[src/design/ccsr_pkg.sv]
// Shared constants, enumerations and carrier structs for the processor control-state block.
// Assumes one core clock and instruction logic inside the core as the only client.
package ccsr_pkg;

    // ************************************************************
    // Status word layout and reset values
    // ************************************************************
    localparam int          PRIV_BIT      = 30;
    localparam int          BANK_BIT      = 29;
    localparam int          BLOCK_BIT     = 28;
    localparam int          DIVM_BIT      = 9;
    localparam int          DIVQ_BIT      = 8;
    localparam int          IMASK_HI      = 7;
    localparam int          IMASK_LO      = 4;
    localparam int          SAT_BIT       = 1;
    localparam int          FLAG_BIT      = 0;
    localparam logic [31:0] SR_VALID_MASK = 32'h700003F3;
    localparam logic [31:0] SR_USER_MASK  = 32'h00000303;
    localparam logic [31:0] SR_RESET      = 32'h700000F0;
    localparam logic [3:0]  IMASK_RESET   = 4'hF;
    localparam logic [31:0] BOOT_ADDR     = 32'hA0000000;
    localparam logic [31:0] VBR_RESET     = 32'h00000000;
    localparam logic [31:0] ZERO_WORD     = 32'h00000000;
    localparam logic [31:0] INSTR_BYTES   = 32'h00000002;

    // ************************************************************
    // Enumerations
    // ************************************************************
    typedef enum logic [2:0] {
        CCSR_SEL_STATUS = 3'b000,
        CCSR_SEL_GBASE  = 3'b001,
        CCSR_SEL_VBASE  = 3'b010,
        CCSR_SEL_SSTAT  = 3'b011,
        CCSR_SEL_SRET   = 3'b100
    } ccsr_sel_e;

    typedef enum logic [1:0] {
        CCSR_SIZE_BYTE = 2'b00,
        CCSR_SIZE_WORD = 2'b01,
        CCSR_SIZE_LONG = 2'b10
    } ccsr_size_e;

    typedef enum logic [2:0] {
        CCSR_LIT_MOV = 3'b000,
        CCSR_LIT_ADD = 3'b001,
        CCSR_LIT_CMP = 3'b010,
        CCSR_LIT_TST = 3'b011,
        CCSR_LIT_AND = 3'b100,
        CCSR_LIT_OR  = 3'b101,
        CCSR_LIT_XOR = 3'b110
    } ccsr_lit_e;

    typedef enum logic [2:0] {
        CCSR_FS_PLAIN   = 3'b000,
        CCSR_FS_COMPARE = 3'b001,
        CCSR_FS_TEST    = 3'b010,
        CCSR_FS_DECTEST = 3'b011,
        CCSR_FS_ARITH   = 3'b100,
        CCSR_FS_SHIFT   = 3'b101,
        CCSR_FS_ROTATE  = 3'b110
    } ccsr_fsrc_e;

    typedef enum logic [1:0] {
        CCSR_BR_NONE    = 2'b00,
        CCSR_BR_DELAYED = 2'b01,
        CCSR_BR_PLAIN   = 2'b10
    } ccsr_br_e;

    // ************************************************************
    // Carrier structs
    // ************************************************************
    typedef struct packed {
        logic        valid;
        logic        write;
        ccsr_sel_e   sel;
        logic [31:0] wdata;
    } ccsr_ctrl_s;

    typedef struct packed {
        logic        valid;
        ccsr_size_e  size;
        logic [31:0] addr;
        logic [31:0] rdata;
    } ccsr_mem_s;

    typedef struct packed {
        logic        valid;
        ccsr_lit_e   op;
        logic [7:0]  imm;
    } ccsr_lit_s;

    typedef struct packed {
        logic        valid;
        ccsr_fsrc_e  src;
        logic        value;
    } ccsr_flag_s;

    typedef struct packed {
        ccsr_br_e    kind;
        logic        taken;
        logic [31:0] target;
    } ccsr_branch_s;

endpackage

[src/design/ccsr_control_state.sv]
// Control and status state of the core: status word, saved state, base registers,
// operand sizing, alignment, byte order, literal extension and delayed-branch sequencing.
// Assumes requests come from instruction logic on the same clock, one instruction per step.
`timescale 1ns/1ns

module ccsr_control_state #(
    parameter logic [31:0] BOOT_ADDR_P = ccsr_pkg::BOOT_ADDR
) (
    // Clock and reset.
    input  wire logic                 clk,
    input  wire logic                 reset,
    input  wire logic                 powerOnReset,
    input  wire logic                 endianSelectPin,
    // Instruction sequencing.
    input  wire logic                 instrStep,
    input  wire ccsr_pkg::ccsr_branch_s branchReq,
    input  wire logic                 excReq,
    input  wire logic [31:0]          excOffset,
    input  wire logic                 returnReq,
    // Control-register moves and flag updates.
    input  wire ccsr_pkg::ccsr_ctrl_s ctrlReq,
    input  wire ccsr_pkg::ccsr_flag_s flagReq,
    // Memory operands and literals.
    input  wire ccsr_pkg::ccsr_mem_s  memReq,
    input  wire ccsr_pkg::ccsr_lit_s  litReq,
    // Architectural state.
    output logic [31:0]               pc,
    output logic [31:0]               statusWord,
    output logic [31:0]               savedStatus,
    output logic [31:0]               savedReturnAddress,
    output logic [31:0]               globalBase,
    output logic [31:0]               vectorBase,
    output logic                      littleEndian,
    // Answers to the instruction logic.
    output logic [31:0]               ctrlReadData,
    output logic                      ctrlFault,
    output logic                      excTaken,
    output logic                      addrError,
    output logic [31:0]               loadValue,
    output logic [31:0]               literalValue
);

    // ************************************************************
    // Sequencer state
    // ************************************************************
    typedef enum logic {
        CCSR_ST_RUN  = 1'b0,
        CCSR_ST_SLOT = 1'b1
    } ccsr_state_e;

    ccsr_state_e state_reg;
    ccsr_state_e state_next;
    logic [31:0] pc_reg;
    logic [31:0] pc_next;
    logic [31:0] slotTarget_reg;
    logic [31:0] slotTarget_next;
    logic [31:0] status_reg;
    logic [31:0] status_next;
    logic [31:0] savedStatus_reg;
    logic [31:0] savedRet_reg;
    logic [31:0] globalBase_reg;
    logic [31:0] vectorBase_reg;
    logic        endian_reg;
    logic [31:0] ctrlRdata_reg;
    logic        ctrlFault_reg;
    logic        excTaken_reg;
    logic        addrError_reg;
    logic [31:0] loadValue_reg;
    logic [31:0] literal_reg;

    // ************************************************************
    // Decode of requests
    // ************************************************************
    // The block bit holds off exceptions, so a request while it is set is simply not taken.
    wire        isPriv      = status_reg[ccsr_pkg::PRIV_BIT];
    wire        excAccept   = excReq && !status_reg[ccsr_pkg::BLOCK_BIT];
    wire        retAccept   = returnReq && !excAccept;
    wire        ctrlWr      = ctrlReq.valid && ctrlReq.write;
    wire        selGbase    = ctrlReq.sel == ccsr_pkg::CCSR_SEL_GBASE;
    wire        selStatus   = ctrlReq.sel == ccsr_pkg::CCSR_SEL_STATUS;
    wire        userSrWrite = ctrlWr && selStatus && !isPriv;
    wire        ctrlAllowed = isPriv || selGbase || (selStatus && ctrlReq.write);
    wire        ctrlGo      = ctrlReq.valid && ctrlAllowed;
    wire        wrGo        = ctrlGo && ctrlReq.write;

    // Flag writers are limited to the instruction classes that define the flag.
    wire        flagAllowed = flagReq.src != ccsr_pkg::CCSR_FS_PLAIN;
    wire        flagGo      = flagReq.valid && flagAllowed;

    // User status writes only reach divide-step, saturation and flag bits.
    wire [31:0] srWrMask    = isPriv ? ccsr_pkg::SR_VALID_MASK : ccsr_pkg::SR_USER_MASK;
    wire [31:0] srWrValue   = ctrlReq.wdata & ccsr_pkg::SR_VALID_MASK;
    wire [31:0] srMerged    = (status_reg & ~srWrMask) | (srWrValue & srWrMask);

    // Control read selection.
    wire [31:0] ctrlMux =
        (ctrlReq.sel == ccsr_pkg::CCSR_SEL_STATUS) ? status_reg :
        (ctrlReq.sel == ccsr_pkg::CCSR_SEL_GBASE)  ? globalBase_reg :
        (ctrlReq.sel == ccsr_pkg::CCSR_SEL_VBASE)  ? vectorBase_reg :
        (ctrlReq.sel == ccsr_pkg::CCSR_SEL_SSTAT)  ? savedStatus_reg :
        (ctrlReq.sel == ccsr_pkg::CCSR_SEL_SRET)   ? savedRet_reg :
                                                     ccsr_pkg::ZERO_WORD;

    // ************************************************************
    // Memory operands and literals
    // ************************************************************
    // Alignment depends only on size and low address bits; bytes never fault.
    wire isWord    = memReq.size == ccsr_pkg::CCSR_SIZE_WORD;
    wire isLong    = memReq.size == ccsr_pkg::CCSR_SIZE_LONG;
    wire misalign  = (isWord && memReq.addr[0]) || (isLong && |memReq.addr[1:0]);

    // Loaded data arrives right-justified; lane steering by byte order is done upstream.
    wire [31:0] byteExt = {{24{memReq.rdata[7]}}, memReq.rdata[7:0]};
    wire [31:0] wordExt = {{16{memReq.rdata[15]}}, memReq.rdata[15:0]};
    wire [31:0] loadExt = (memReq.size == ccsr_pkg::CCSR_SIZE_BYTE) ? byteExt :
                          isWord ? wordExt : memReq.rdata;

    wire litSigned = (litReq.op == ccsr_pkg::CCSR_LIT_MOV) ||
                     (litReq.op == ccsr_pkg::CCSR_LIT_ADD) ||
                     (litReq.op == ccsr_pkg::CCSR_LIT_CMP);
    wire [31:0] litExt = litSigned ? {{24{litReq.imm[7]}}, litReq.imm}
                                   : {24'h000000, litReq.imm};

    // ************************************************************
    // Program counter sequencing
    // ************************************************************
    // Exception beats return, and both beat an ordinary step in the same cycle.
    wire [31:0] pcInc = pc_reg + ccsr_pkg::INSTR_BYTES;
    wire        brTaken = branchReq.taken && branchReq.kind != ccsr_pkg::CCSR_BR_NONE;

    always_comb begin
        pc_next         = pc_reg;
        state_next      = state_reg;
        slotTarget_next = slotTarget_reg;
        if (excAccept) begin
            pc_next    = vectorBase_reg + excOffset;
            state_next = CCSR_ST_RUN;
        end else if (retAccept) begin
            pc_next    = savedRet_reg;
            state_next = CCSR_ST_RUN;
        end else if (instrStep) begin
            case (state_reg)
                CCSR_ST_SLOT: begin
                    pc_next    = slotTarget_reg;
                    state_next = CCSR_ST_RUN;
                end
                CCSR_ST_RUN: begin
                    if (brTaken && branchReq.kind == ccsr_pkg::CCSR_BR_DELAYED) begin
                        slotTarget_next = branchReq.target;
                        pc_next         = pcInc;
                        state_next      = CCSR_ST_SLOT;
                    end else if (brTaken) begin
                        pc_next = branchReq.target;
                    end else begin
                        pc_next = pcInc;
                    end
                end
                default: begin
                    state_next = CCSR_ST_RUN;
                end
            endcase
        end
    end

    // ************************************************************
    // Status word update
    // ************************************************************
    // Exception entry raises privilege, bank and block but leaves the mask level alone.
    always_comb begin
        status_next = status_reg;
        if (excAccept) begin
            status_next[ccsr_pkg::PRIV_BIT]  = 1'b1;
            status_next[ccsr_pkg::BANK_BIT]  = 1'b1;
            status_next[ccsr_pkg::BLOCK_BIT] = 1'b1;
        end else if (retAccept) begin
            status_next = savedStatus_reg & ccsr_pkg::SR_VALID_MASK;
        end else begin
            if ((wrGo && selStatus) || userSrWrite) begin
                status_next = srMerged;
            end
            if (flagGo) begin
                status_next[ccsr_pkg::FLAG_BIT] = flagReq.value;
            end
        end
    end

    // ************************************************************
    // Registers
    // ************************************************************
    // Status and program counter take their documented reset values.
    always_ff @(posedge clk) begin
        if (reset) begin
            pc_reg         <= BOOT_ADDR_P;
            status_reg     <= ccsr_pkg::SR_RESET;
            state_reg      <= CCSR_ST_RUN;
            slotTarget_reg <= ccsr_pkg::ZERO_WORD;
            vectorBase_reg <= ccsr_pkg::VBR_RESET;
        end else begin
            pc_reg         <= pc_next;
            status_reg     <= status_next;
            state_reg      <= state_next;
            slotTarget_reg <= slotTarget_next;
            if (wrGo && ctrlReq.sel == ccsr_pkg::CCSR_SEL_VBASE) begin
                vectorBase_reg <= ctrlReq.wdata;
            end
        end
    end

    // Saved state is captured at exception entry; otherwise privileged moves may load it.
    always_ff @(posedge clk) begin
        if (reset) begin
            savedStatus_reg <= ccsr_pkg::ZERO_WORD;
            savedRet_reg    <= ccsr_pkg::ZERO_WORD;
        end else if (excAccept) begin
            savedStatus_reg <= status_reg;
            savedRet_reg    <= pc_reg;
        end else if (wrGo) begin
            if (ctrlReq.sel == ccsr_pkg::CCSR_SEL_SSTAT) savedStatus_reg <= ctrlReq.wdata;
            if (ctrlReq.sel == ccsr_pkg::CCSR_SEL_SRET) savedRet_reg <= ctrlReq.wdata;
        end
    end

    // Global base is reachable from user mode as well.
    always_ff @(posedge clk) begin
        if (reset) begin
            globalBase_reg <= ccsr_pkg::ZERO_WORD;
        end else if (wrGo && selGbase) begin
            globalBase_reg <= ctrlReq.wdata;
        end
    end

    // Byte order is latched only during a power-on reset, so a manual reset keeps it.
    always_ff @(posedge clk) begin
        if (reset && powerOnReset) begin
            endian_reg <= endianSelectPin;
        end
    end

    // Registered answers to the instruction logic, one cycle after each request.
    always_ff @(posedge clk) begin
        if (reset) begin
            ctrlRdata_reg <= ccsr_pkg::ZERO_WORD;
            ctrlFault_reg <= 1'b0;
            excTaken_reg  <= 1'b0;
            addrError_reg <= 1'b0;
            loadValue_reg <= ccsr_pkg::ZERO_WORD;
            literal_reg   <= ccsr_pkg::ZERO_WORD;
        end else begin
            ctrlRdata_reg <= (ctrlGo && !ctrlReq.write) ? ctrlMux : ctrlRdata_reg;
            ctrlFault_reg <= ctrlReq.valid && !ctrlAllowed;
            excTaken_reg  <= excAccept;
            addrError_reg <= memReq.valid && misalign;
            loadValue_reg <= memReq.valid ? loadExt : loadValue_reg;
            literal_reg   <= litReq.valid ? litExt : literal_reg;
        end
    end

    // ************************************************************
    // Outputs
    // ************************************************************
    assign pc                 = pc_reg;
    assign statusWord         = status_reg;
    assign savedStatus        = savedStatus_reg;
    assign savedReturnAddress = savedRet_reg;
    assign globalBase         = globalBase_reg;
    assign vectorBase         = vectorBase_reg;
    assign littleEndian       = endian_reg;
    assign ctrlReadData       = ctrlRdata_reg;
    assign ctrlFault          = ctrlFault_reg;
    assign excTaken           = excTaken_reg;
    assign addrError          = addrError_reg;
    assign loadValue          = loadValue_reg;
    assign literalValue       = literal_reg;
endmodule

[config.mk]
export PLATFORM = sky130hd
export DESIGN_NAME = ccsr_control_state
export DESIGN_NICKNAME = d
export VERILOG_FILES = /design/src/design/ccsr_pkg.sv /design/src/design/ccsr_control_state.sv
export SDC_FILE = /design/constraint.sdc
export NUM_CORES = 1
export LEC_CHECK = 0
export ABC_CLOCK_PERIOD_IN_PS = 3660
export BUFFER_PORTS_ARGS = -buffer_cell sky130_fd_sc_hd__buf_4
export CORE_AREA = 2 2 188 190
export CTS_CLUSTER_DIAMETER = 200
export DETAILED_ROUTE_END_ITERATION = 10
export DIE_AREA = 0 0 190 192
export PLACE_DENSITY = 0.81
export SYNTH_ARGS = -nofsm -noshare
export SYNTH_HDL_FRONTEND = slang
export SYNTH_SLANG_ARGS = --single-unit
[constraint.sdc]
create_clock -name clk -period 3.66 [get_ports clk]
set_input_delay 0.732 -clock clk [delete_from_list [all_inputs] [get_ports clk]]
set_output_delay 0.732 -clock clk [all_outputs]
set_load 0.02 [all_outputs]
# Yosys cells after proc, flatten, opt, wreduce, memory -nomap -nowiden
# Cells that the tools add are included.
# W data, S select, Z words.
[totals]
ff_bits = 325
input_bits = 195
out_inout_bits = 292
elab_cells = 111
[classes]
addsub = 2
n_eq_ne = 9
muxes = 26
bitwise_logic = 7
n_reduce_logical = 50
[ops]
columns = ["cell", "n"]
rows = [
  ["$mux W32", 21],
  ["$pmux W32 S2", 1],
  ["$add A32 B2 Y32 const B", 1],
  ["$add A32 B32 Y32", 1],
  ["$and A32 B32 Y32", 1],
  ["$not A31 Y32", 1],
  ["$or A32 B31 Y32", 1],
  ["$and A31 B31 Y31", 1],
  ["$mux W31", 1],
  ["$logic_and A1 B1 Y1", 20],
  ["$reduce_bool A2 Y1", 5],
  ["$eq A3 B2 Y1 const B", 3],
  ["$reduce_bool A3 Y1", 3],
  ["$reduce_and A2 Y1", 4],
  ["$eq A3 B1 Y1 const B", 2],
  ["$logic_not A3 Y1", 2],
  ["$logic_or A1 B1 Y1", 6],
  ["$logic_not A1 Y1", 5],
  ["$reduce_and A5 Y1", 1],
  ["$eq A2 B1 Y1 const B", 2],
  ["$reduce_or A2 Y1", 2],
  ["$eq A3 B3 Y1 const B", 1],
  ["$not A1 Y1", 3],
  ["$reduce_or A3 Y1", 1],
  ["other kinds (4)", 5],
]

# Depth between registers and ports, before layout
[logic_depth]
depth_word = 10
mapped_depth = 10
mapped_depth_nobuf = 10

# Worst setup path before layout
# No wires, ideal clock.
[synth_timing]
kind = "in2reg"
from = "input excOffset[5]"
to = "register pc_reg[29], in the netlist pc[29]"
setup_ns = 0.120
t_arrival_ns = 2.831
t_required_ns = 3.540
setup_slack_ns = 0.709
path_stages = 9
n_path_buf = 0
path_cell_list = "ha_1 o21a_1 or2_1 a41o_1 a311o_1 a21o_1 a31oi_1 xnor2_1 a211o_1"
[synth_between]
elab_chain_len = 2
[synth_rtl]
columns = ["item", "line", "source"]
rows = [
  ["start, declared", "ccsr_control_state.sv:18", "input wire logic [31:0] excOffset,"],
  ["$add A32 B32 Y32", "ccsr_control_state.sv:136", "pc_next = vectorBase_reg + excOffset;"],
  ["$mux W32", "ccsr_control_state.sv:135", "if (excAccept) begin"],
  ["end signal, assigned", "ccsr_control_state.sv:199", "pc_reg <= pc_next;"],
  ["end, declared", "ccsr_control_state.sv:53", "logic [31:0] pc_reg;"],
]
# Every way passes these cells.
# A chain may end at the register's enable or synchronous reset.

# Worst setup path in the final report
[layout_timing]
from = "register vectorBase_reg[1], in the netlist vectorBase[1]"
to = "register pc_reg[29], in the netlist pc[29]"
[layout_between]
elab_chain_len = 2
[layout_rtl]
columns = ["item", "line", "source"]
rows = [
  ["start, declared", "ccsr_control_state.sv:62", "logic [31:0] vectorBase_reg;"],
  ["start signal, assigned", "ccsr_control_state.sv:197", "vectorBase_reg <= ccsr_pkg::VBR_RESET;"],
  ["start signal, assigned", "ccsr_control_state.sv:204", "vectorBase_reg <= ctrlReq.wdata;"],
  ["$add A32 B32 Y32", "ccsr_control_state.sv:136", ""],
  ["$mux W32", "ccsr_control_state.sv:135", ""],
]
# Every way passes these cells.

==> impl_metrics.xml <==
<?xml version="1.0" encoding="UTF-8"?>
<metrics>
  <group name="cts">
    <metric name="clk_pin_slew_worst_paths" unit="ns">0.06</metric>
    <metric name="max-clock-path-buffers" unit="">3</metric>
    <metric name="worst_skew_pair.late_latency" unit="ns">0.51</metric>
    <metric name="h-tree-depth" unit="">2</metric>
    <metric name="ctsResizeCount" unit="">0</metric>
    <metric name="tritoncts" unit="">built</metric>
    <metric name="cts_made_buffers" unit="">34</metric>
    <metric name="cts_setup_buffers" unit="">0</metric>
    <metric name="number_of_sinks_on_the_clock_net" unit="">281</metric>
    <metric name="clock-root-buffer" unit="">sky130_fd_sc_hd__clkbuf_16</metric>
    <metric name="postCtsHoldBufs" unit="">0</metric>
  </group>
  <group name="pwr">
    <metric name="net_switching_power_of_the_design" unit="mW">2.44</metric>
    <metric name="power.share.switching" unit="">0.295</metric>
    <metric name="static-leakage-power" unit="nW">8.26</metric>
    <metric name="share_comb_of_total_power" unit="">0.173</metric>
    <metric name="power_report.internal_total" unit="mW">5.82</metric>
    <metric name="total_power_consumption_of_the_routed_design" unit="mW">8.26</metric>
    <metric name="clock_power_share" unit="">0.413</metric>
    <metric name="pwr_density_cell" unit="mW/mm^2">429</metric>
    <metric name="share_seq_of_total_power" unit="">0.414</metric>
    <metric name="max-vdd-ir-drop" unit="mV">0.392</metric>
  </group>
  <group name="worst_setup_path">
    <metric name="worst_setup_path_end_kind" unit="">flip-flop</metric>
    <metric name="worst-r2r-setup-slack" unit="ns">0.72</metric>
    <metric name="worst_r2r_startpoint" unit="">vectorBase[1]</metric>
    <metric name="timing.critical_path.from" unit="">vectorBase[1]</metric>
    <metric name="start_kind" unit="">flip-flop</metric>
    <metric name="maximum_fanout_along_the_worst_path" unit="">5</metric>
    <metric name="path_class" unit="">reg -&gt; reg</metric>
    <metric name="required" unit="ns">4.06</metric>
    <metric name="arrival" unit="ns">3.33</metric>
  </group>
  <group name="global_route">
    <metric name="wire_length_of_the_first_global_routing_pass" unit="um">91000</metric>
    <metric name="grtUsageTotal" unit="">0.321</metric>
    <metric name="number_of_antenna_violations_at_the_first_check_in_global_routing" unit="">2</metric>
    <metric name="via_count_of_the_first_global_routing_pass" unit="">15001</metric>
    <metric name="grt_start_max_net_pins" unit="">118</metric>
    <metric name="grt_remaining_overflow" unit="">0</metric>
  </group>
  <group name="finish">
    <metric name="post_layout_nonfiller_instances" unit="">2716</metric>
    <metric name="final_layout_size_suffix_gt1_frac" unit="">0.246</metric>
    <metric name="nNetsFinal" unit="">2465</metric>
    <metric name="area_delta_synth_final" unit="%">30.3</metric>
    <metric name="finalInstanceArea" unit="mm^2">0.0193</metric>
    <metric name="n_fill_cell" unit="">3196</metric>
  </group>
  <group name="floorplanning">
    <metric name="die_width" unit="um">190</metric>
    <metric name="cell_rows" unit="">68</metric>
    <metric name="fp.dieArea" unit="mm^2">0.0365</metric>
    <metric name="ioPinCount" unit="">487</metric>
    <metric name="initial_utilization" unit="">0.431</metric>
    <metric name="coreArea" unit="mm^2">0.0343</metric>
    <metric name="die-height" unit="um">192</metric>
  </group>
  <group name="synthesis">
    <metric name="synth_enable_flop_cells" unit="">1</metric>
    <metric name="synth.most_common_cell" unit="">sky130_fd_sc_hd__nand2_1</metric>
    <metric name="post_synth_xor_area_fraction" unit="">0.0308</metric>
    <metric name="synth.lib_cells_used.distinct" unit="">63</metric>
    <metric name="async_reset_ff_frac" unit="">0</metric>
    <metric name="fraction_of_the_mapped_netlist_area_in_compound_gates" unit="">0.237</metric>
    <metric name="synth.cell_area" unit="mm^2">0.0148</metric>
    <metric name="portion_of_netlist_area_occupied_by_mux_cells" unit="">0.0620</metric>
    <metric name="synth.yosys.seq_area_share" unit="">0.381</metric>
    <metric name="yosys.area_share.adder" unit="">0.0284</metric>
    <metric name="synth-simple-area-share" unit="">0.197</metric>
    <metric name="synth_top_area_frac" unit="">0.379</metric>
    <metric name="synth_area_leaders" unit="">sky130_fd_sc_hd__dfxtp_1, sky130_fd_sc_hd__nand2_1, sky130_fd_sc_hd__a21oi_1</metric>
    <metric name="synth_top_flop_cell" unit="">sky130_fd_sc_hd__dfxtp_1</metric>
    <metric name="syn_inst" unit="">1899</metric>
    <metric name="synth.avg_cell_area" unit="um^2">7.79</metric>
    <metric name="main_combinational_cell_family_by_area_after_synthesis" unit="">compound AO/OA/AOI/OAI gates</metric>
    <metric name="synth_top_cells_by_count" unit="">sky130_fd_sc_hd__nand2_1, sky130_fd_sc_hd__dfxtp_1, sky130_fd_sc_hd__a21oi_1, sky130_fd_sc_hd__nor2_1, sky130_fd_sc_hd__clkbuf_1</metric>
    <metric name="synth.ff_latch_count" unit="">281</metric>
    <metric name="synth.largest_area_cell" unit="">sky130_fd_sc_hd__dfxtp_1</metric>
    <metric name="yosys_warnings" unit="">0</metric>
  </group>
  <group name="route">
    <metric name="via_per_inst" unit="">5.96</metric>
    <metric name="drt_pass1_iterations" unit="">6</metric>
    <metric name="drt-initial-drc-count" unit="">1765</metric>
    <metric name="drtAntennaViolNets" unit="">0</metric>
    <metric name="total_number_of_vias" unit="">16200</metric>
    <metric name="drc" unit="">0</metric>
    <metric name="totalWireLength" unit="um">61400</metric>
    <metric name="wl_per_cell" unit="um">22.6</metric>
  </group>
  <group name="placement">
    <metric name="placed_area" unit="mm^2">0.0182</metric>
    <metric name="place_congestion" unit="">0.974</metric>
    <metric name="dpl.cell_count" unit="">2656</metric>
    <metric name="worst_slack_at_placement" unit="ns">0.395</metric>
    <metric name="placement.io_buffers" unit="">435</metric>
    <metric name="detailedPlacementHpwl" unit="um">45900</metric>
  </group>
  <group name="timing">
    <metric name="layout_worst_path_cycle_share" unit="">0.802</metric>
    <metric name="setup_total_negative_slack" unit="ns">0</metric>
    <metric name="timing.clock.skew" unit="ns">0.0127</metric>
    <metric name="setup_viol" unit="">0</metric>
    <metric name="report.final.slew_viol_count" unit="">0</metric>
    <metric name="max_slew_margin" unit="">0.148</metric>
    <metric name="final.setup.worst_slack" unit="ns">0.724</metric>
    <metric name="finalCriticalPeriod" unit="ns">2.94</metric>
    <metric name="max_freq" unit="MHz">341</metric>
    <metric name="finalHoldViolations" unit="">0</metric>
    <metric name="rsz0062_at_grt" unit="">no</metric>
    <metric name="worst_tran_pin_value" unit="ns">1.28</metric>
  </group>
  <group name="min_path">
    <metric name="hold_start" unit="">endianSelectPin</metric>
    <metric name="worstHoldPathType" unit="">in -&gt; reg</metric>
  </group>
  <group name="job">
    <metric name="drv_cap" unit="">0</metric>
  </group>
  <group name="status">
    <metric name="run_status" unit="">finished, final reports clean</metric>
  </group>
</metrics>
-- logic make-up (layout without fill, tap and decap cells) --
kind of cell / Yosys count / after routing
AOI/OAI and AO/OA: 550 / 550
xor gates and xnor gates: 52 / 52
other: 1 / 22
DFF: 281 / 281
and+or+nand+nor: 688 / 688
buffers and inverters: 204 / 545
adders and majority gates: 33 / 33
muxes: 90 / 90
-- critical path, cell delays in order (launching register included) --
cell and delay (ns):
sky130_fd_sc_hd__dfxtp_1 0.53, sky130_fd_sc_hd__ha_1 0.32, sky130_fd_sc_hd__a211oi_1 0.30, sky130_fd_sc_hd__o211ai_1 0.18, sky130_fd_sc_hd__a41o_1 0.33, sky130_fd_sc_hd__a311o_1 0.36
sky130_fd_sc_hd__a21o_1 0.22, sky130_fd_sc_hd__a31oi_1 0.20, sky130_fd_sc_hd__xnor2_1 0.09, sky130_fd_sc_hd__a211o_1 0.29
-- cell type report --
type,count,area (um^2),area share
multi-input cells,1434,8320,0.432
flip-flops and latches,281,5640,0.292
repair buffers,476,3590,0.186
clock buffers,47,991,0.0514
well taps,455,569,0.0295
clock inverters,12,134,0.00694
inverters,10,37.5,0.00195
diodes,1,2.50,0.000130
-- layout by cell type (no fill, tap or decap), types with 17 or more instances in the layout --
cell / n
sky130_fd_sc_hd__mux2i_1: 77
sky130_fd_sc_hd__conb_1: 21
sky130_fd_sc_hd__nor3_1: 32
sky130_fd_sc_hd__o21ai_0: 89
sky130_fd_sc_hd__a21o_1: 17
sky130_fd_sc_hd__xnor2_1: 23
sky130_fd_sc_hd__nor2_1: 192
sky130_fd_sc_hd__buf_4: 474
sky130_fd_sc_hd__o221ai_1: 40
sky130_fd_sc_hd__dfxtp_1: 280
sky130_fd_sc_hd__nand3_1: 48
sky130_fd_sc_hd__xor2_1: 29
sky130_fd_sc_hd__nand2_1: 334
sky130_fd_sc_hd__a21oi_1: 198
sky130_fd_sc_hd__a22oi_1: 44
sky130_fd_sc_hd__ha_1: 32
sky130_fd_sc_hd__clkbuf_16: 35
sky130_fd_sc_hd__a311oi_1: 26
sky130_fd_sc_hd__a211oi_1: 57
-- power groups by stage --
stage / sequential [mW] / combinational, mW / clock (mW)
after global placement: 3.47 / 1.38 / 0
after floorplan: 3.56 / 0.642 / 0
after CTS: 3.41 / 1.41 / 3.44
final: 3.42 / 1.43 / 3.41
after detailed placement: 3.48 / 1.41 / 0
after global routing: 3.43 / 1.52 / 3.55
-- worst paths after layout --
check / to / cells after the start
setup / recovery: pc[29] / 9
hold / removal: littleEndian / 1
setup reg to reg: pc[29] / 9
hold reg to reg: slotTarget_reg[31] / 2
-- layer usage --
metal	up-vias	track usage	part of all wire
li1	7412	-	-
met1	7716	0.436	0.41
met5	-	0	0.00026
met2	936	0.516	0.46
met3	134	0.0601	0.10
met4	2	0.103	0.032
-- through the flow --
step / utilization / hold WS (ns)
2_1_floorplan: - / 0.432
3_3_place_gp: 0.529 / 0.441
3_5_place_dp: 0.529 / 0.449
4_1_cts: 0.562 / 0.400
5_1_grt: 0.562 / 0.399
6_report: 0.562 / 0.414
(Power assumes the default switching activity.)
